<file path="config.mk">
export PLATFORM = sky130hd
export DESIGN_NAME = sync_command_ack_feedback
export DESIGN_NICKNAME = d
export VERILOG_FILES = /design/src/core/ca_frame_sampler.v /design/src/core/sync_command_ack_feedback.v
export VERILOG_INCLUDE_DIRS = /design/src /design/src/core
export SDC_FILE = /design/constraint.sdc
export NUM_CORES = 1
export LEC_CHECK = 0
export ABC_AREA = 1
export ABC_CLOCK_PERIOD_IN_PS = 4900
export BUFFER_PORTS_ARGS = -buffer_cell sky130_fd_sc_hd__buf_4
export CORE_AREA = 8 8 106 108
export CTS_BUF_LIST = sky130_fd_sc_hd__clkbuf_8
export CTS_CLUSTER_DIAMETER = 60
export DETAILED_ROUTE_END_ITERATION = 8
export DIE_AREA = 0 0 114 116
export PLACE_DENSITY = 0.79
export RECOVER_POWER = 25
export SYNTH_ARGS = -nofsm -noshare
export SYNTH_HDL_FRONTEND = slang
export SYNTH_SLANG_ARGS = --single-unit
</file>
<file path="constraint.sdc">
create_clock -name clk_in -period 4.9 [get_ports clk_in]
set_input_delay 0.245 -clock clk_in [delete_from_list [all_inputs] [get_ports clk_in]]
set_output_delay 0.245 -clock clk_in [all_outputs]
set_load 0.02 [all_outputs]
</file>
<file path="src/core/sync_ack_regs.vh">
`ifndef SYNC_ACK_REGS_VH
`define SYNC_ACK_REGS_VH
// ****************************************************************
// Error output levels (two-bit code on err_level_out)
// ****************************************************************
`define ERR_LVL_PLUS1 2'h1
`define ERR_LVL_ZERO 2'h0
`define ERR_LVL_MINUS1 2'h3
// ****************************************************************
// Timing counts in quarter-rate (CK4) cycles, WCK_PER_CK4 write-clock beats each
// ****************************************************************
`define WCK_PER_CK4 4
`define ACK_PRE_DELAY_CK4 8'h04
`define ACK_POST_DELAY_CK4 8'h08
`define PARITY_UNLOCK_DELAY_CK4 8'h10
`define PARITY_TO_SYNC_BLIND_CK4 8'h06
`define PRE_CSP_WINDOW_CK4 8'h01
// ****************************************************************
// Info read register three
// ****************************************************************
`define INFO3_FEEDBACK_BIT 1
`define INFO3_RESET 8'h02
// ****************************************************************
// Command line pattern of the sync command (lines 1 and 3, 4 beats)
// ****************************************************************
`define SYNC_PAT_LINE1 4'hE
`define SYNC_PAT_LINE3 4'hE
`define SYNC_PAT_OTHER 4'hF
`endif

</file>
<file path="src/core/ca_frame_sampler.v">
`timescale 1ns/1ps
`include "sync_ack_regs.vh"
// ****************************************************************
// Command-address sampler on write data clock edges
// ****************************************************************
module ca_frame_sampler (
  input wire clk_in,
  input wire rst_n_in,
  input wire wck_edge_in,
  input wire [4:0] ca_in,
  input wire parity_in,
  output reg sync_seen_out,
  output reg parity_err_out,
  output reg forced_err_out
);
  reg [3:0] line_ff [0:4];
  reg [3:0] par_hist_ff;
  reg [1:0] low_run_ff [0:4];
  reg [2:0] fill_ff;
  integer i;

  function odd_parity;
    input [4:0] ca;
    input par;
    begin
      odd_parity = ^{ca, par};
    end
  endfunction

  always @(posedge clk_in or negedge rst_n_in) begin
    if (!rst_n_in) begin
      for (i = 0; i < 5; i = i + 1) begin
        line_ff[i] <= 4'h0;
        low_run_ff[i] <= 2'h0;
      end
      par_hist_ff <= 4'h0;
      fill_ff <= 3'h0;
      sync_seen_out <= 1'b0;
      parity_err_out <= 1'b0;
      forced_err_out <= 1'b0;
    end else begin
      sync_seen_out <= 1'b0;
      parity_err_out <= 1'b0;
      forced_err_out <= 1'b0;
      if (wck_edge_in) begin
        for (i = 0; i < 5; i = i + 1) begin
          line_ff[i] <= {line_ff[i][2:0], ca_in[i]};
          if (ca_in[i])
            low_run_ff[i] <= 2'h0;
          else if (low_run_ff[i] != 2'h3)
            low_run_ff[i] <= low_run_ff[i] + 2'h1;
        end
        par_hist_ff <= {par_hist_ff[2:0], odd_parity(ca_in, parity_in)};
        if (fill_ff != 3'h4)
          fill_ff <= fill_ff + 3'h1;
        // Rolling window: every 4-beat group from any phase checked
        if (fill_ff >= 3'h3 && (^{par_hist_ff[2:0], odd_parity(ca_in, parity_in)}))
          parity_err_out <= 1'b1;
        // Three lows on any line force a parity error at any alignment
        for (i = 0; i < 5; i = i + 1)
          if (!ca_in[i] && low_run_ff[i] == 2'h2)
            forced_err_out <= 1'b1;
        if ({line_ff[1][2:0], ca_in[1]} == `SYNC_PAT_LINE1 &&
            {line_ff[3][2:0], ca_in[3]} == `SYNC_PAT_LINE3 &&
            {line_ff[0][2:0], ca_in[0]} == `SYNC_PAT_OTHER &&
            {line_ff[2][2:0], ca_in[2]} == `SYNC_PAT_OTHER &&
            {line_ff[4][2:0], ca_in[4]} == `SYNC_PAT_OTHER)
          sync_seen_out <= 1'b1;
      end
    end
  end
endmodule // ca_frame_sampler

</file>
<file path="src/core/sync_command_ack_feedback.v">
// What this block does
// - Acknowledge sync command after sleep or training exit
// - Feedback on: 0 after pre-delay, +1 after post
// - Feedback off: error output stays at +1 except -1 on a parity error
// - Parity error on sync command reports -1
// - Parity-errored sync is unacknowledged; blocking enters training
// - Parity error just before sync: 0 after -1
// - Missed sync holds 0 until later sync captured
// - Feedback plus blocking: training after unlock, +1
// - Feedback support shown in info register three bit 1
// - Output mapping after sync; parity error wins
// - Parity checked in rolling four-beat window
// - Stress parity error gives -1, blocking trains
// - Sync ignored during blind window after parity error
// - Forced error pattern counts as parity error on a feedback-capable device out of idle
// - After blocked parity error with feedback on refuse commands until training
`timescale 1ns/1ps
`include "sync_ack_regs.vh"
module sync_command_ack_feedback (
  // Clock and reset
  input wire clk_in,
  input wire rst_n_in,
  // Link
  input wire wck_in,
  input wire [4:0] ca_in,
  input wire ca_parity_in,
  // Configuration
  input wire parity_enable_field_in,
  input wire blocking_enable_field_in,
  input wire feedback_enable_field_in,
  input wire feedback_supported_in,
  input wire [3:0] parity_to_flag_latency_in,
  // Events from the rest of the device
  input wire awaiting_sync_in,
  // Status
  output reg [1:0] err_level_out,
  output reg sync_acked_out,
  output reg training_entry_out,
  output reg cmd_block_out,
  output reg [7:0] info_read_register_three_out
);
  // ****************************************************************
  // States
  // ****************************************************************
  localparam [4:0] ST_IDLE = 5'h01;
  localparam [4:0] ST_PRE = 5'h02;
  localparam [4:0] ST_WAIT = 5'h04;
  localparam [4:0] ST_POST = 5'h08;
  localparam [4:0] ST_BLOCK = 5'h10;
  // Blind window in write-clock beats, cut to the counter width on purpose
  localparam [31:0] BLIND_BEATS = `PARITY_TO_SYNC_BLIND_CK4 * `WCK_PER_CK4;

  reg rst_s1_ff, rst_s2_ff;
  wire rst_n;
  reg [2:0] wck_sync_ff;
  reg [4:0] ca_s1_ff, ca_s2_ff;
  reg par_s1_ff, par_s2_ff;
  reg [4:0] lvl_s1_ff, lvl_s2_ff;
  reg await_prev_ff;
  reg [4:0] state_ff, nxt_state;
  reg [7:0] cnt_ff, nxt_cnt;
  reg [1:0] ph_ff;
  reg [7:0] flag_cnt_ff, blind_cnt_ff;
  reg flag_pend_ff, zero_after_ff;
  reg [1:0] base_lvl_ff, nxt_base_lvl;
  reg train_ff, nxt_train;
  wire wck_edge, ck4_tick, sync_seen, par_err, forced_err, any_err, blind;
  wire fb_on, await_rise;

  // ****************************************************************
  // Reset release and input synchronisers
  // ****************************************************************
  always @(posedge clk_in or negedge rst_n_in) begin
    if (!rst_n_in) begin
      rst_s1_ff <= 1'b0;
      rst_s2_ff <= 1'b0;
    end else begin
      rst_s1_ff <= 1'b1;
      rst_s2_ff <= rst_s1_ff;
    end
  end
  assign rst_n = rst_s2_ff;

  always @(posedge clk_in or negedge rst_n) begin
    if (!rst_n) begin
      wck_sync_ff <= 3'h0;
      ca_s1_ff <= 5'h1F;
      ca_s2_ff <= 5'h1F;
      par_s1_ff <= 1'b0;
      par_s2_ff <= 1'b0;
      lvl_s1_ff <= 5'h0;
      lvl_s2_ff <= 5'h0;
    end else begin
      wck_sync_ff <= {wck_sync_ff[1:0], wck_in};
      ca_s1_ff <= ca_in;
      ca_s2_ff <= ca_s1_ff;
      par_s1_ff <= ca_parity_in;
      par_s2_ff <= par_s1_ff;
      lvl_s1_ff <= {awaiting_sync_in, feedback_enable_field_in, blocking_enable_field_in,
                    parity_enable_field_in, feedback_supported_in};
      lvl_s2_ff <= lvl_s1_ff;
    end
  end
  assign wck_edge = wck_sync_ff[1] & ~wck_sync_ff[2];

  ca_frame_sampler u_sampler (
    .clk_in(clk_in),
    .rst_n_in(rst_n),
    .wck_edge_in(wck_edge),
    .ca_in(ca_s2_ff),
    .parity_in(par_s2_ff),
    .sync_seen_out(sync_seen),
    .parity_err_out(par_err),
    .forced_err_out(forced_err)
  );

  // Forced pattern only counts while a feedback-capable device is out of ST_IDLE
  assign any_err = lvl_s2_ff[1] & (par_err |
                   (forced_err & lvl_s2_ff[0] & state_ff != ST_IDLE));
  assign blind = blind_cnt_ff != 8'h00;
  assign fb_on = lvl_s2_ff[0] & lvl_s2_ff[3];
  assign await_rise = lvl_s2_ff[4] & ~await_prev_ff;

  // ****************************************************************
  // Quarter-rate tick and parity flag latency
  // ****************************************************************
  always @(posedge clk_in or negedge rst_n) begin
    if (!rst_n) begin
      ph_ff <= 2'h0;
      await_prev_ff <= 1'b0;
      flag_cnt_ff <= 8'h00;
      flag_pend_ff <= 1'b0;
      blind_cnt_ff <= 8'h00;
      zero_after_ff <= 1'b0;
    end else begin
      await_prev_ff <= lvl_s2_ff[4];
      if (wck_edge)
        ph_ff <= ph_ff + 2'h1;
      if (any_err && !flag_pend_ff) begin
        flag_pend_ff <= 1'b1;
        flag_cnt_ff <= {2'h0, parity_to_flag_latency_in, 2'h0};
        blind_cnt_ff <= BLIND_BEATS[7:0];
        zero_after_ff <= fb_on & (state_ff == ST_PRE || state_ff == ST_WAIT);
      end else begin
        if (wck_edge && blind)
          blind_cnt_ff <= blind_cnt_ff - 8'h01;
        if (wck_edge && flag_pend_ff) begin
          if (flag_cnt_ff == 8'h00)
            flag_pend_ff <= 1'b0;
          else
            flag_cnt_ff <= flag_cnt_ff - 8'h01;
        end
      end
    end
  end
  assign ck4_tick = wck_edge & (ph_ff == 2'h3);

  // ****************************************************************
  // Acknowledge sequencer
  // ****************************************************************
  always @* begin
    nxt_state = state_ff;
    nxt_cnt = cnt_ff;
    nxt_base_lvl = base_lvl_ff;
    nxt_train = 1'b0;
    if (ck4_tick && cnt_ff != 8'h00)
      nxt_cnt = cnt_ff - 8'h01;
    case (state_ff)
      ST_IDLE: begin
        nxt_base_lvl = `ERR_LVL_PLUS1;
        if (await_rise && fb_on) begin
          nxt_state = ST_PRE;
          nxt_cnt = `ACK_PRE_DELAY_CK4;
        end
      end
      ST_PRE: begin
        if (cnt_ff == 8'h00) begin
          nxt_state = ST_WAIT;
          nxt_base_lvl = `ERR_LVL_ZERO;
        end
      end
      ST_WAIT: begin
        nxt_base_lvl = `ERR_LVL_ZERO;
        if (sync_seen && !blind && !any_err && !flag_pend_ff) begin
          nxt_state = ST_POST;
          nxt_cnt = `ACK_POST_DELAY_CK4;
        end
      end
      ST_POST: begin
        if (cnt_ff == 8'h00) begin
          nxt_state = ST_IDLE;
          nxt_base_lvl = `ERR_LVL_PLUS1;
        end
      end
      ST_BLOCK: begin
        if (cnt_ff == 8'h00) begin
          nxt_state = ST_IDLE;
          nxt_train = 1'b1;
          nxt_base_lvl = `ERR_LVL_PLUS1;
        end
      end
      default: nxt_state = ST_IDLE;
    endcase
    // Parity error with blocking overrides all but feedback off: lock and train
    if (any_err && lvl_s2_ff[2] && state_ff != ST_BLOCK) begin
      nxt_state = ST_BLOCK;
      nxt_cnt = `PARITY_UNLOCK_DELAY_CK4;
    end else if (any_err && (state_ff == ST_POST)) begin
      nxt_state = ST_WAIT;
      nxt_base_lvl = `ERR_LVL_ZERO;
    end
    if (!fb_on && state_ff != ST_BLOCK) begin
      nxt_state = ST_IDLE;
      nxt_base_lvl = `ERR_LVL_PLUS1;
    end
  end

  always @(posedge clk_in or negedge rst_n) begin
    if (!rst_n) begin
      state_ff <= ST_IDLE;
      cnt_ff <= 8'h00;
      base_lvl_ff <= `ERR_LVL_PLUS1;
      train_ff <= 1'b0;
      err_level_out <= `ERR_LVL_PLUS1;
      sync_acked_out <= 1'b0;
      training_entry_out <= 1'b0;
      cmd_block_out <= 1'b0;
      info_read_register_three_out <= 8'h00;
    end else begin
      state_ff <= nxt_state;
      cnt_ff <= nxt_cnt;
      base_lvl_ff <= nxt_base_lvl;
      train_ff <= nxt_train;
      training_entry_out <= train_ff;
      sync_acked_out <= (state_ff == ST_POST) && (nxt_state == ST_IDLE);
      cmd_block_out <= (state_ff == ST_BLOCK);
      info_read_register_three_out <= {6'h00, lvl_s2_ff[0], 1'b0};
      // Parity report wins over acknowledge state
      if (flag_pend_ff && flag_cnt_ff == 8'h00)
        err_level_out <= `ERR_LVL_MINUS1;
      else if (zero_after_ff && state_ff == ST_WAIT)
        err_level_out <= `ERR_LVL_ZERO;
      else
        err_level_out <= base_lvl_ff;
    end
  end
endmodule // sync_command_ack_feedback

</file>
; Word-level counts from Yosys, hierarchy flattened
; Index checks and enable logic that the tools add are counted.
[totals]
reg_bits = 104
inputBits = 18
out_inout_bits = 13
wordCells = 196
[op_classes]
add_sub_neg = 10
order_cmp = 1
eq_ne = 26
muxes = 51
bitwise = 11
reduce_logical = 58
[ops]
columns = cell, count
row1 = 8-bit 2-to-1 mux, 9
row2 = 5-bit 2-to-1 mux, 7
row3 = 2-bit 2-to-1 mux, 17
row4 = 1-bit logical AND, 25
row5 = "8-bit by 1-bit subtractor with 8-bit output, second input constant", 3
row6 = "4-bit equality test, second input constant", 5
row7 = 5-bit case mux with 4 select lines, 1
row8 = 8-bit logical NOT, 2
row9 = 8-bit case mux with 2 select lines, 1
row10 = 2-bit AND reduction, 8
row11 = 2-bit nonzero test, 8
row12 = 8-bit nonzero test, 2
row13 = 1-bit 2-to-1 mux, 15
row14 = "2-bit by 1-bit adder with 2-bit output, second input constant", 6
row15 = "2-bit equality test, second input constant", 6
row16 = "2-bit != test, second input constant", 6
row17 = "5-bit by 1-bit equality test with 1-bit output, second input constant", 2
row18 = 1-bit logical NOT, 9
row19 = 1-bit bitwise AND, 8
row20 = 2-bit case mux with 4 select lines, 1
row21 = 6-bit parity, 1
row22 = "5-bit by 2-bit equality test with 1-bit output, second input constant", 1
row23 = "5-bit by 3-bit equality test with 1-bit output, second input constant", 1
row24 = "5-bit by 4-bit equality test with 1-bit output, second input constant", 1
row25 = 11 further kinds, 12

; Longest topological paths before layout
; Gate-level depths: netlist of run 1.
[depth]
word_depth = 14
depth_mapped = 11
depth_no_buf = 11

; Cells and area by module
; Synthesis of run 1 repeated with hierarchy kept, for this count alone.
[unflattened]
cells_unflattened = 532
hier_area_um2 = 4989.8
[by_module_without_submodules]
columns = module, instances, cells_each, area_per_inst_um2, seq_area_each_um2
row1 = sync_command_ack_feedback, 1, 335, 3280.6, 1767.9
row2 = ca_frame_sampler, 1, 197, 1709.1, 850.8

; Worst setup path before layout of run 1
; Ideal clock, no wire load.
[synth_timing]
kind = register to register
from = register state_ff[0]
to = register cnt_ff[1]
setup_ns = 0.121
arrival_ns = 1.338
required_ns = 4.779
slack_ns = 3.441
path_stages_with_launch = 12
n_path_buf = 0
synth_period_minus_slack_ns = 1.459
path_cell_list = dfstp_2 > inv_1 > nor2_1 > nand3_2 > nand2_2 > nand2_2 > nand2_4 > nand3_2 > nand2_2 > nand2_2 > nand2_2 > nor2_1
[synth_between]
elab_chain_len = 10
elab_cells_between_ends = 15
cone_classes = eq/ne: 4 / mux: 3 / bitwise: 3 / reduce/logical: 5
[synth_rtl]
columns = item, line
row1 = "start, declared", sync_command_ack_feedback.v:60  ; reg [4:0] state_ff, nxt_state;
row2 = "start signal, assigned", sync_command_ack_feedback.v:230  ; state_ff <= nxt_state;
row3 = 5-bit by 1-bit != test with 1-bit output, sync_command_ack_feedback.v:119  ; (forced_err & lvl_s2_ff[0] & state_ff != ST_IDLE));
row4 = 1-bit bitwise AND, sync_command_ack_feedback.v:119
row5 = 1-bit OR, sync_command_ack_feedback.v:118  ; assign any_err = lvl_s2_ff[1] & (par_err |
row6 = 1-bit bitwise AND, sync_command_ack_feedback.v:118
row7 = 1-bit logical NOT, sync_command_ack_feedback.v:184  ; if (sync_seen && !blind && !any_err && !flag_pend_ff) begin
row8 = 1-bit logical AND (2 in a row), sync_command_ack_feedback.v:184
row9 = 8-bit 2-to-1 mux, sync_command_ack_feedback.v:184
row10 = 8-bit case mux with 2 select lines, sync_command_ack_feedback.v:168  ; case (state_ff)
row11 = 8-bit 2-to-1 mux *, sync_command_ack_feedback.v:205  ; if (any_err && lvl_s2_ff[2] && state_ff != ST_BLOCK) begin
row12 = named net nxt_cnt[1], sync_command_ack_feedback.v:61  ; reg [7:0] cnt_ff, nxt_cnt;
row13 = "end signal, assigned", sync_command_ack_feedback.v:231  ; cnt_ff <= nxt_cnt;
row14 = "end, declared", sync_command_ack_feedback.v:61
; The timed path passes the listed nets; every way through them passes the cells marked *.
; A chain may end at the register's enable or synchronous reset.

==> results of run 1 <==
[flip-flops by register name, indices dropped and copies added, names as in the netlist, 2 cells and up]
register / cells
blind_cnt_ff: 8
ca_s1_ff: 5
ph_ff: 2
lvl_s1_ff: 5
u_sampler.fill_ff: 3
state_ff: 5
base_lvl_ff: 2
u_sampler.low_run_ff: 10
wck_sync_ff: 3
u_sampler.par_hist_ff: 3
err_level_out: 2
flag_cnt_ff: 8
cnt_ff: 8
u_sampler.line_ff: 15
lvl_s2_ff: 5
ca_s2_ff: 5
[cells in the final DEF (no fill, tap or decap), drive strengths merged]
cell | Yosys | layout
nand4 | 13 | 13
nor3b | 2 | 2
ha | 19 | 19
a22oi | 1 | 1
or2 | 1 | 1
a22o | 1 | 1
nor4 | 1 | 1
o211ai | 2 | 2
and3 | 1 | 1
dfstp | 13 | 13
o21bai | 2 | 2
xnor2 | 4 | 4
nand3b | 5 | 5
buf | 10 | 11
nand3 | 26 | 26
clkbuf | 3 | 23
nor2 | 49 | 49
nand2 | 115 | 115
dfrtp | 91 | 91
clkinvlp | 0 | 1
conb | 2 | 8
a31oi | 2 | 2
xor2 | 15 | 15
o21ai | 54 | 54
inv | 68 | 70
bufinv | 0 | 2
a21oi | 15 | 15
a21boi | 2 | 2
clkinv | 0 | 1
dlygate4sd3 | 0 | 13
mux2 | 2 | 2
nor3 | 2 | 2
[logic make-up after synthesis]
group | Yosys count | share of synthesized area
simple gates | 215 | 0.2144
fa+ha+maj | 19 | 0.04872
other cells | 2 | 0.001539
compound gates | 79 | 0.08898
xor+xnor | 19 | 0.03410
flops | 104 | 0.5367
buf+inv | 81 | 0.07102
mux | 2 | 0.004615
[layer usage]
metal  track usage  routed length, µm  share of wire  vias to the layer above
met2        0.2508               4377           0.51                       62
met1        0.1705               3777           0.44                     1631
li1              -                  -              -                     1731
met5             0                  0              0                        -
met3       0.04065                395          0.046                       11
met4       0.03815                 87          0.010                        0
[final cells by class]
class	count	area [µm²]	area share
Clock inverter	6	98.84	0.01791
Timing Repair Buffer	37	306.5	0.05553
Multi-Input combinational cell	342	1937	0.3509
Sequential cell	104	2619	0.4744
Inverter	68	255.2	0.04624
Tap cell	133	166.4	0.03015
Clock buffer	10	137.6	0.02493
[power breakdown]
part	switching (µW)	internal, µW	total (µW)
combinational	403	260	663
clock	293	309	602
sequential	134	1040	1170
[metrics by stage]
step / hold WS [ns] / instance area, µm² / power [µW]
final: 0.09381 / 5520 / 2435
after detailed placement: 0.02792 / 5161 / 1832
after global placement: 0.02673 / 5161 / 1783
after CTS: 0.08127 / 5528 / 2460
after floorplan: -0.05059 / 4902 / 1687
after global routing: 0.1101 / 5520 / 2624
[final timing paths]
kind	start	depth (start not counted)	slack, ns	endpoint
max	rst_n$_DFF_PN0_	1	2.80	flag_pend_ff$_DFFE_PN0P_
min	parity_to_flag_latency_in[2]	3	0.09	flag_cnt_ff[4]$_DFFE_PN0P_
max reg2reg	rst_n$_DFF_PN0_	1	2.80	flag_pend_ff$_DFFE_PN0P_
min reg2reg	train_ff$_DFF_PN0_	0	0.36	training_entry_out$_DFF_PN0_
max in group clk_in	wck_sync_ff[2]$_DFF_PN0_	4	3.07	u_sampler.low_run_ff[3]$_DFFE_PN0P_
min in group asynchronous	rst_n_in	2	0.18	rst_s1_ff$_DFF_PN0_
==> results by group, run 1 <==
Status
  – Status: completed

Die
  – Vert. Die Dim: 116 µm
  – Full die area: approximately 0.013 mm²
  – Initial Util: 0.5110
  – Rows: 36
  – Core Area: 0.009549 mm²
  – I/O Pins: 31
  – Width of the die: 114 µm

Critical path
  – Crit Path Class: reg2async
  – CP bufs+invs: 1
  – CP top delay family: flip-flops
  – Cell with the largest stage delay on the worst path: dfrtp_1
  – Crit. End Element: async pin
  – CP startpoint kind: register
  – CP Cell Sequence: buf_4
  – Worst Path Max Fanout: 67
  – Critical path arrival: roughly 2.5 ns
  – CP max stage delay: 1.28 ns
  – Worst Path Required: approximately 5.3 ns

STA
  – Relative slew slack: 0.06693
  – Clk_skew: 0.01007 ns
  – Fin crit share: 0.4282
  – Sum Neg Setup Slack: 0 ns
  – Worst-Margin Slew: 1.400 ns
  – Min cycle time layout: ~2.1 ns
  – Final setup viols: 0
  – RSZ-0062 raised after global routing: false
  – Worst Setup Slack, final: between 2 and 3 ns
  – Final-report max-slew violation count: 0
  – Max Fclk: between 400 and 500 MHz
  – Final Hold Viols: 0

Synth
  – Largest cells by area after synthesis: dfrtp_1 (47%), nand2_1 (8.0%), dfstp_2 (7.0%)
  – EDFF count, synth: 0
  – Synth cell count leaders: nand2_1 (104), dfrtp_1 (91), inv_1 (64)
  – Synth area leader: dfrtp_1
  – Yosys top cell area share: 0.4667
  – Synth Warn #: 0
  – Count leader, synth: nand2_1
  – Prevailing post-synth register cell: dfrtp_1
  – Register area share after synthesis: 0.5367
  – Synth Area per Inst: about 9.4 µm²
  – FF+latch count, synth: around 100
  – Synth Instances: 521
  – Mapped cell area: 0.004880 mm²
  – Synth unique cells: 43
  – Ys async rst share: 1.000

Drt
  – Routed via count: ~3400
  – DR iter-0 viols: slightly below 200
  – Via/cell ratio: 4.907
  – Final wirelength: 8.637 mm
  – DRT Pass-1 Iters: 4
  – Detailed-route wire length per cell: between 10 and 15 µm
  – Remaining antenna violation count: 0
  – DRC viols: 0

Clock network
  – Htree depth: 3
  – Reg clk slew, reported paths: 0.10 ns
  – Clock sink count: 104
  – CTS Buffer Depth: 2
  – Total CTS buffers: 9
  – Clk Latency, worst-skew pair: 0.37 ns
  – Post-CTS Setup Inserts: 0
  – TritonCTS clock tree: yes
  – # hold bufs at CTS: 13
  – CTS-repair resized insts: 0
  – Clock tree root driver cell: clkbuf_8

GRT
  – First-pass GRT wire length: 15.36 mm
  – Global route overflow: 0
  – Vias in the first global route: 3439
  – Initial antenna violation count: 0
  – Largest net degree at the start of global routing: 68
  – GRT Resource Usage Total: 0.1437

Job
  – Max Cap Viol: 0

Placement
  – Port-buffer cells: 23
  – Pre-CTS setup slack: 3.083 ns
  – Placed cell count: 671
  – RD Place Congestion: around 0.87
  – Final HPWL DP: 6.036 mm

Power and ir drop
  – Worst vdd ir: 276.4 µV
  – PwrDens: 441.1 mW/mm²
  – Pleak: around 0.0028 µW

Finish
  – # diodes: 0
  – Final Instance Count excl. Fillers: 700
  – Total Nets Final: about 600
  – Fillers: 822
  – Share of post-route cells with drive strength above 1: 0.1552
  – Area grow syn2layout: 13.13%
  – Final core occ: 0.5781

Hold path
  – Worst hold path type: in2reg
(Power assumes the default switching activity.)
==> run 2: changes to the inputs <==
--- a/config.mk
+++ b/config.mk
@@ -7,14 +7,14 @@
 export NUM_CORES = 1
 export LEC_CHECK = 0
 export ABC_AREA = 1
-export ABC_CLOCK_PERIOD_IN_PS = 4900
+export ABC_CLOCK_PERIOD_IN_PS = 1900
 export BUFFER_PORTS_ARGS = -buffer_cell sky130_fd_sc_hd__buf_4
 export CORE_AREA = 8 8 106 108
 export CTS_BUF_LIST = sky130_fd_sc_hd__clkbuf_8
 export CTS_CLUSTER_DIAMETER = 60
 export DETAILED_ROUTE_END_ITERATION = 8
 export DIE_AREA = 0 0 114 116
-export PLACE_DENSITY = 0.79
+export PLACE_DENSITY = 0.82
 export RECOVER_POWER = 25
 export SYNTH_ARGS = -nofsm -noshare
 export SYNTH_HDL_FRONTEND = slang
==> constraint.sdc (replaced) <==
create_clock -name clk_in -period 1.9 [get_ports clk_in]
set_input_delay 0.095 -clock clk_in [delete_from_list [all_inputs] [get_ports clk_in]]
set_output_delay 0.095 -clock clk_in [all_outputs]
set_load 0.02 [all_outputs]
==> results by group, run 2 (synthesis gave the netlist of run 1 again) <==
Clock network
  – CTS-repair resized insts: 0 (unchanged)
  – Reg clk slew, reported paths: 0.10 ns (about the same)
  – CTS Buffer Depth: 2 (unchanged)
  – Htree depth: 3 (unchanged)
  – Clk Latency, worst-skew pair: 0.38 ns (about the same)
  – Clock sink count: 104 (unchanged)
  – Post-CTS Setup Inserts: 0 (unchanged)
  – TritonCTS clock tree: yes
  – Total CTS buffers: 9 (unchanged)
  – Clock tree root driver cell: clkbuf_8

Finish
  – Commonest non-fill, non-tap cell in the layout: nand2_1
  – Share of post-route cells with drive strength above 1: 0.1620 (+0.006818)
  – Final Instance Count excl. Fillers: 707 (+1.0%)
  – Number of flip-flops under the largest register name: 15 (unchanged)
  – Area grow syn2layout: 14.23%
  – # diodes: 0 (unchanged)
  – Total Nets Final: 606 (+1.2%)
  – Biggest regs: u_sampler.line_ff: 15 flops, u_sampler.low_run_ff: 10 flops
  – Most frequent cells in the layout: nand2_1 (104), dfrtp_1 (90), inv_1 (64), o21ai_0 (47), nor2_1 (41)
  – Largest Register: u_sampler.line_ff

GRT
  – GRT Resource Usage Total: 0.1421 (-0.001603)
  – Global route overflow: 0 (unchanged)
  – First-pass GRT wire length: 15.29 mm (-0.45%)
  – Largest net degree at the start of global routing: 39 (-43%)
  – Initial antenna violation count: 0 (unchanged)
  – Vias in the first global route: 3537 (+2.8%)

Status
  – Status: completed

Drt
  – Detailed-route wire length per cell: 12.29 µm (-0.37%)
  – DRT Pass-1 Iters: 6 (+2)
  – Via/cell ratio: 5.010 (+2.1%)
  – Remaining antenna violation count: 0 (unchanged)
  – Routed via count: 3542 (+3.1%)
  – Final wirelength: 8.691 mm (+0.63%)
  – DRC viols: 0 (unchanged)
  – DR iter-0 viols: 230 (+16%)

Critical path
  – Crit. End Element: register
  – Crit Path Class: reg2reg
  – Worst Path Max Fanout: 5 (-93%)
  – CP startpoint kind: register
  – Worst Path Required: 2.17 ns (-3.13 ns)
  – Critical path arrival: 1.93 ns (-0.57 ns)

STA
  – Relative slew slack: 0.4469 (+0.3800)
  – Min cycle time layout: 1.667 ns (-0.4310 ns)
  – Final-report max-slew violation count: 0 (unchanged)
  – Clk_skew: 0.01300 ns (+0.002929 ns)
  – Sum Neg Setup Slack: 0 ns (unchanged)
  – RSZ-0062 raised after global routing: false
  – Max Fclk: 599.9 MHz (+26%)
  – Final setup viols: 0 (unchanged)
  – Fin crit share: 0.8774 (+0.4492)
  – Final Hold Viols: 0 (unchanged)
  – Worst-Margin Slew: 0.8296 ns (-0.5700 ns)

Placement
  – Placed cell count: 674 (+0.45%)
  – RD Place Congestion: 0.9111 (+5.0%)
  – Final HPWL DP: 6.382 mm (+5.7%)
  – Port-buffer cells: 23 (unchanged)

Die
  – Rows: 36 (unchanged)
  – Full die area: 0.01322 mm² (unchanged)
  – Vert. Die Dim: 116 µm (unchanged)
  – Width of the die: 114 µm (unchanged)
  – Initial Util: 0.5110 (unchanged)
  – I/O Pins: 31 (unchanged)
  – Core Area: 0.009549 mm² (unchanged)

Job
  – Max Cap Viol: 0 (unchanged)

Power and ir drop
  – Clock network power share: 0.218 (-0.029)
  – Comb pwr share: 0.281 (+0.009)
  – Switching Fraction: 0.3556 (+0.01461)
  – PwrDens: 1085 mW/mm² (+150%)
  – Flop pwr share: 0.500 (+0.020)
  – Psw: 2150 µW (+160%)
  – Internal power: 3895 µW (+140%)
  – Worst vdd ir: 634.0 µV (+130%)
  – Pleak: 0.002783 µW (+0.97%)

Hold path
  – Worst hold path type: in2reg
## run 2: cell count changes in the layout (fill, tap and decap cells not counted), sizes merged
cell	delta
dlygate4sd3	+4
clkinv	+2
buf	+3
clkinvlp	-1
bufinv	-2
inv	+1
## run 2: area by class of cell
| class | count | area [µm²] |
|---|---|---|
| Clock inverter | 6 | 60.06 |
| Fill cell | 810 | 3975 |
| Inverter | 68 | 255.2 |
| Multi-Input combinational cell | 342 | 1937 |
| Timing Repair Buffer | 44 | 397.9 |
| Tap cell | 133 | 166.4 |
| Clock buffer | 10 | 137.6 |
| Sequential cell | 104 | 2620 |
## run 2: power by group through the flow
stage / clock network (µW) / registers, µW / logic [µW]
final: 1320 / 3020 / 1700
after global routing: 1450 / 3090 / 1970
after CTS: 1380 / 3020 / 1720
after detailed placement: 0 / 3060 / 1680
after global placement: 0 / 3030 / 1580
after floorplan: 0 / 2990 / 1360
## run 2: path summary, 6_finish.rpt
path	cells after the start	endpoint	startpoint	slack, ns
setup / recovery	11	cnt_ff[0]$_DFF_PN0_	state_ff[0]$_DFF_PN1_	0.23
hold / removal	5	flag_cnt_ff[2]$_DFFE_PN0P_	parity_to_flag_latency_in[0]	0.08
setup reg to reg	11	cnt_ff[0]$_DFF_PN0_	state_ff[0]$_DFF_PN1_	0.23
hold reg to reg	0	lvl_s2_ff[2]$_DFF_PN0_	lvl_s1_ff[2]$_DFF_PN0_	0.35
max in group asynchronous	1	err_level_out[0]$_DFF_PN1_	rst_n$_DFF_PN0_	0.81
min in group asynchronous	0	lvl_s1_ff[1]$_DFF_PN0_	rst_n$_DFF_PN0_	0.38
## run 2: metal layers
metal	up-vias	GRT usage	routed length, µm
met1	1684	0.1677	3799
met3	21	0.03804	473
li1	1748	-	-
met4	0	0.06034	180
met2	89	0.2405	4238
met5	-	0	0
## run 2: worst max-delay path: stages, from the launching register on
cell and delay [ns]:
dfstp_2 0.57, inv_1 0.05, nor2_1 0.11, nand3_2 0.14
nand2_2 0.11, nand2_2 0.10, nand2_4 0.11, nand3_2 0.08
nand2_2 0.08, nand2_2 0.06, nand2_2 0.11, nor2_1 0.06
## run 2: stage by stage
stage | utilization | power (µW) | worst slack (ns) | hold slack (ns) | area [µm²]
2_1_floorplan | - | 4350 | 0.1683 | -0.2006 | 4903
3_3_place_gp | 0.5455 | 4614 | 0.3409 | -0.1227 | 5209
3_5_place_dp | 0.5455 | 4745 | 0.2656 | -0.1208 | 5209
4_1_cts | 0.5840 | 6118 | 0.2465 | 0.05443 | 5577
5_1_grt | 0.5837 | 6511 | 0.1126 | 0.1036 | 5574
6_report | 0.5837 | 6045 | 0.2329 | 0.07971 | 5574
## run 2: what timing repair did
item / 4_1_cts / 5_1_grt
hold endpoints to repair: 17 / 0
endpoints found under the setup margin: 0 / 0
hold buffers: 17 / 0
==> run 3: changes to the inputs <==
--- a/config.mk
+++ b/config.mk
@@ -9,12 +9,12 @@
 export ABC_AREA = 1
 export ABC_CLOCK_PERIOD_IN_PS = 1900
 export BUFFER_PORTS_ARGS = -buffer_cell sky130_fd_sc_hd__buf_4
-export CORE_AREA = 8 8 106 108
+export CORE_AREA = 8 8 121 123
 export CTS_BUF_LIST = sky130_fd_sc_hd__clkbuf_8
 export CTS_CLUSTER_DIAMETER = 60
 export DETAILED_ROUTE_END_ITERATION = 8
-export DIE_AREA = 0 0 114 116
-export PLACE_DENSITY = 0.82
+export DIE_AREA = 0 0 129 131
+export PLACE_DENSITY = 0.67
 export RECOVER_POWER = 25
 export SYNTH_ARGS = -nofsm -noshare
 export SYNTH_HDL_FRONTEND = slang
==> results by group, run 3 (synthesis gave the netlist of run 1 again) <==
GRT
  – GRT Resource Usage Total: 0.1120 (-0.03010)
  – Global route overflow: 0 (unchanged)
  – Largest net degree at the start of global routing: 36 (-7.7%)
  – Vias in the first global route: 3528 (-0.25%)
  – First-pass GRT wire length: 15.26 mm (-0.23%)
  – Initial antenna violation count: 0 (unchanged)

Drt
  – Remaining antenna violation count: 0 (unchanged)
  – Final wirelength: 8.818 mm (+1.5%)
  – DRC viols: 0 (unchanged)
  – Detailed-route wire length per cell: 11.76 µm (-4.4%)
  – Via/cell ratio: 4.663 (-6.9%)
  – Routed via count: 3497 (-1.3%)
  – DRT Pass-1 Iters: 4 (-2)
  – DR iter-0 viols: 292 (+27%)

Clock network
  – CTS-repair resized insts: 0 (unchanged)
  – CTS Buffer Depth: 2 (unchanged)
  – Reg clk slew, reported paths: 0.10 ns (about the same)
  – Clock sink count: 104 (unchanged)
  – Clock tree root driver cell: clkbuf_8
  – Post-CTS Setup Inserts: 0 (unchanged)
  – TritonCTS clock tree: yes
  – Total CTS buffers: 9 (unchanged)
  – Htree depth: 3 (unchanged)
  – Clk Latency, worst-skew pair: 0.37 ns (about the same)

Finish
  – Most frequent cells in the layout: nand2_1 (104), dfrtp_1 (91), inv_1 (65), o21ai_0 (47), nor2_1 (41)
  – Number of flip-flops under the largest register name: 15 (unchanged)
  – Biggest regs: u_sampler.line_ff: 15 flops, u_sampler.low_run_ff: 10 flops
  – Commonest non-fill, non-tap cell in the layout: nand2_1
  – Area grow syn2layout: 14.79%
  – Total Nets Final: 606 (unchanged)
  – Share of post-route cells with drive strength above 1: 0.1585 (-0.003484)
  – Final instance area: 0.005602 mm² (+0.49%)
  – # diodes: 0 (unchanged)
  – Largest Register: u_sampler.line_ff

Die
  – Width of the die: 129 µm (+13%)
  – Full die area: 0.01690 mm² (+28%)
  – Vert. Die Dim: 131 µm (+13%)
  – I/O Pins: 31 (unchanged)
  – Core Area: 0.01287 mm² (+35%)
  – Initial Util: 0.3790 (-0.1320)
  – Rows: 42 (+17%)

Critical path
  – Crit Path Class: reg2reg
  – RR Startpoint: flag_cnt_ff[0]$_DFFE_PN0P_
  – CP startpoint kind: register
  – Worst Path Max Fanout: 7 (+2)
  – Worst R2R Setup Slack: 0.28 ns (+0.04 ns)
  – Crit. End Element: register
  – Reg2Reg Depth: 7 (-4)
  – FF-to-FF End: flag_cnt_ff[5]$_DFFE_PN0P_
  – Critical path arrival: 1.87 ns (-0.06 ns)
  – Worst Path Required: 2.15 ns (-0.02 ns)

STA
  – Worst-Margin Slew: 1.466 ns (+0.6360 ns)
  – Worst Setup Slack, final: 0.2757 ns (+0.04275 ns)
  – Max Fclk: 615.6 MHz (+2.6%)
  – Relative slew slack: 0.02291 (-0.4240)
  – Final setup viols: 0 (unchanged)
  – Final-report max-slew violation count: 0 (unchanged)
  – RSZ-0062 raised after global routing: false
  – Clk_skew: 0.008502 ns (-0.004500 ns)
  – Fin crit share: 0.8549 (-0.02250)
  – Min cycle time layout: 1.624 ns (-0.04275 ns)
  – Final Hold Viols: 0 (unchanged)
  – Sum Neg Setup Slack: 0 ns (unchanged)

Hold path
  – Worst hold path type: in2async

Placement
  – RD Place Congestion: 0.8456 (-7.2%)
  – Pre-CTS setup slack: 0.2914 ns (+0.02580 ns)
  – Port-buffer cells: 23 (unchanged)
  – Final HPWL DP: 6.414 mm (+0.50%)
  – Area post-placement: 0.005270 mm² (+1.2%)

Job
  – Max Cap Viol: 0 (unchanged)

Power and ir drop
  – PwrDens: 1073 mW/mm² (-1.1%)
  – Worst vdd ir: 745.4 µV (+18%)
  – Power Total: 6011 µW (-0.57%)
  – Pleak: 0.002779 µW (-0.17%)

Status
  – Status: completed
[run 3: power breakdown]
group,switching (µW),internal (µW),total (µW)
combinational,1020,684,1700
clock,786,494,1280
sequential,359,2670,3030
[run 3: layout make-up]
cell class,count,area [µm²]
fillers,1223,7273
flip-flops and latches,104,2619
multi-input cells,342,1937
repair buffers,44,391.6
inverters,68,255.2
well taps,176,220.2
clock buffers,9,123.9
clock inverters,7,55.05
[run 3: worst max-delay path by stage]
stage	startpoint	end	slack, ns
detailed placement	flag_cnt_ff[0]$_DFFE_PN0P_	flag_cnt_ff[3]$_DFFE_PN0P_	0.29
floorplan	rst_n$_DFF_PN0_	await_prev_ff$_DFF_PN0_	0.17
finish	flag_cnt_ff[0]$_DFFE_PN0P_	flag_cnt_ff[5]$_DFFE_PN0P_	0.28
global route	rst_n$_DFF_PN0_	ca_s2_ff[4]$_DFF_PN1_	0.08
CTS	flag_cnt_ff[0]$_DFFE_PN0P_	flag_cnt_ff[3]$_DFFE_PN0P_	0.26
global placement	flag_cnt_ff[0]$_DFFE_PN0P_	flag_cnt_ff[3]$_DFFE_PN0P_	0.31
[run 3: stage by stage]
step,std cells,util,hold WS (ns)
floorplan,527,-,-0.2006
global placement,718,0.4093,-0.1219
detailed placement,718,0.4093,-0.1195
CTS,750,0.4357,0.03139
global route,750,0.4351,0.02058
finish,750,0.4351,0.03307
[run 3: layer usage]
layer,global-route usage,routed length (µm)
met1,0.1267,3846
met2,0.2004,4489
met3,0.03531,398
met4,0.02903,84
met5,0,0
[run 3: repair_timing]
| item | 4_1_cts | 5_1_grt |
|---|---|---|
| hold endpoints to repair | 17 | 0 |
| hold buffers | 16 | 0 |
| endpoints found under the setup margin | 0 | 0 |
[run 3: critical path: stages (launching register included)]
cell and delay [ns]:
dfrtp_1 0.38, inv_1 0.08, ha_1 0.23, and3_1 0.23
nand2_1 0.09, nand3_1 0.20, o21ai_0 0.20, o21ai_0 0.09
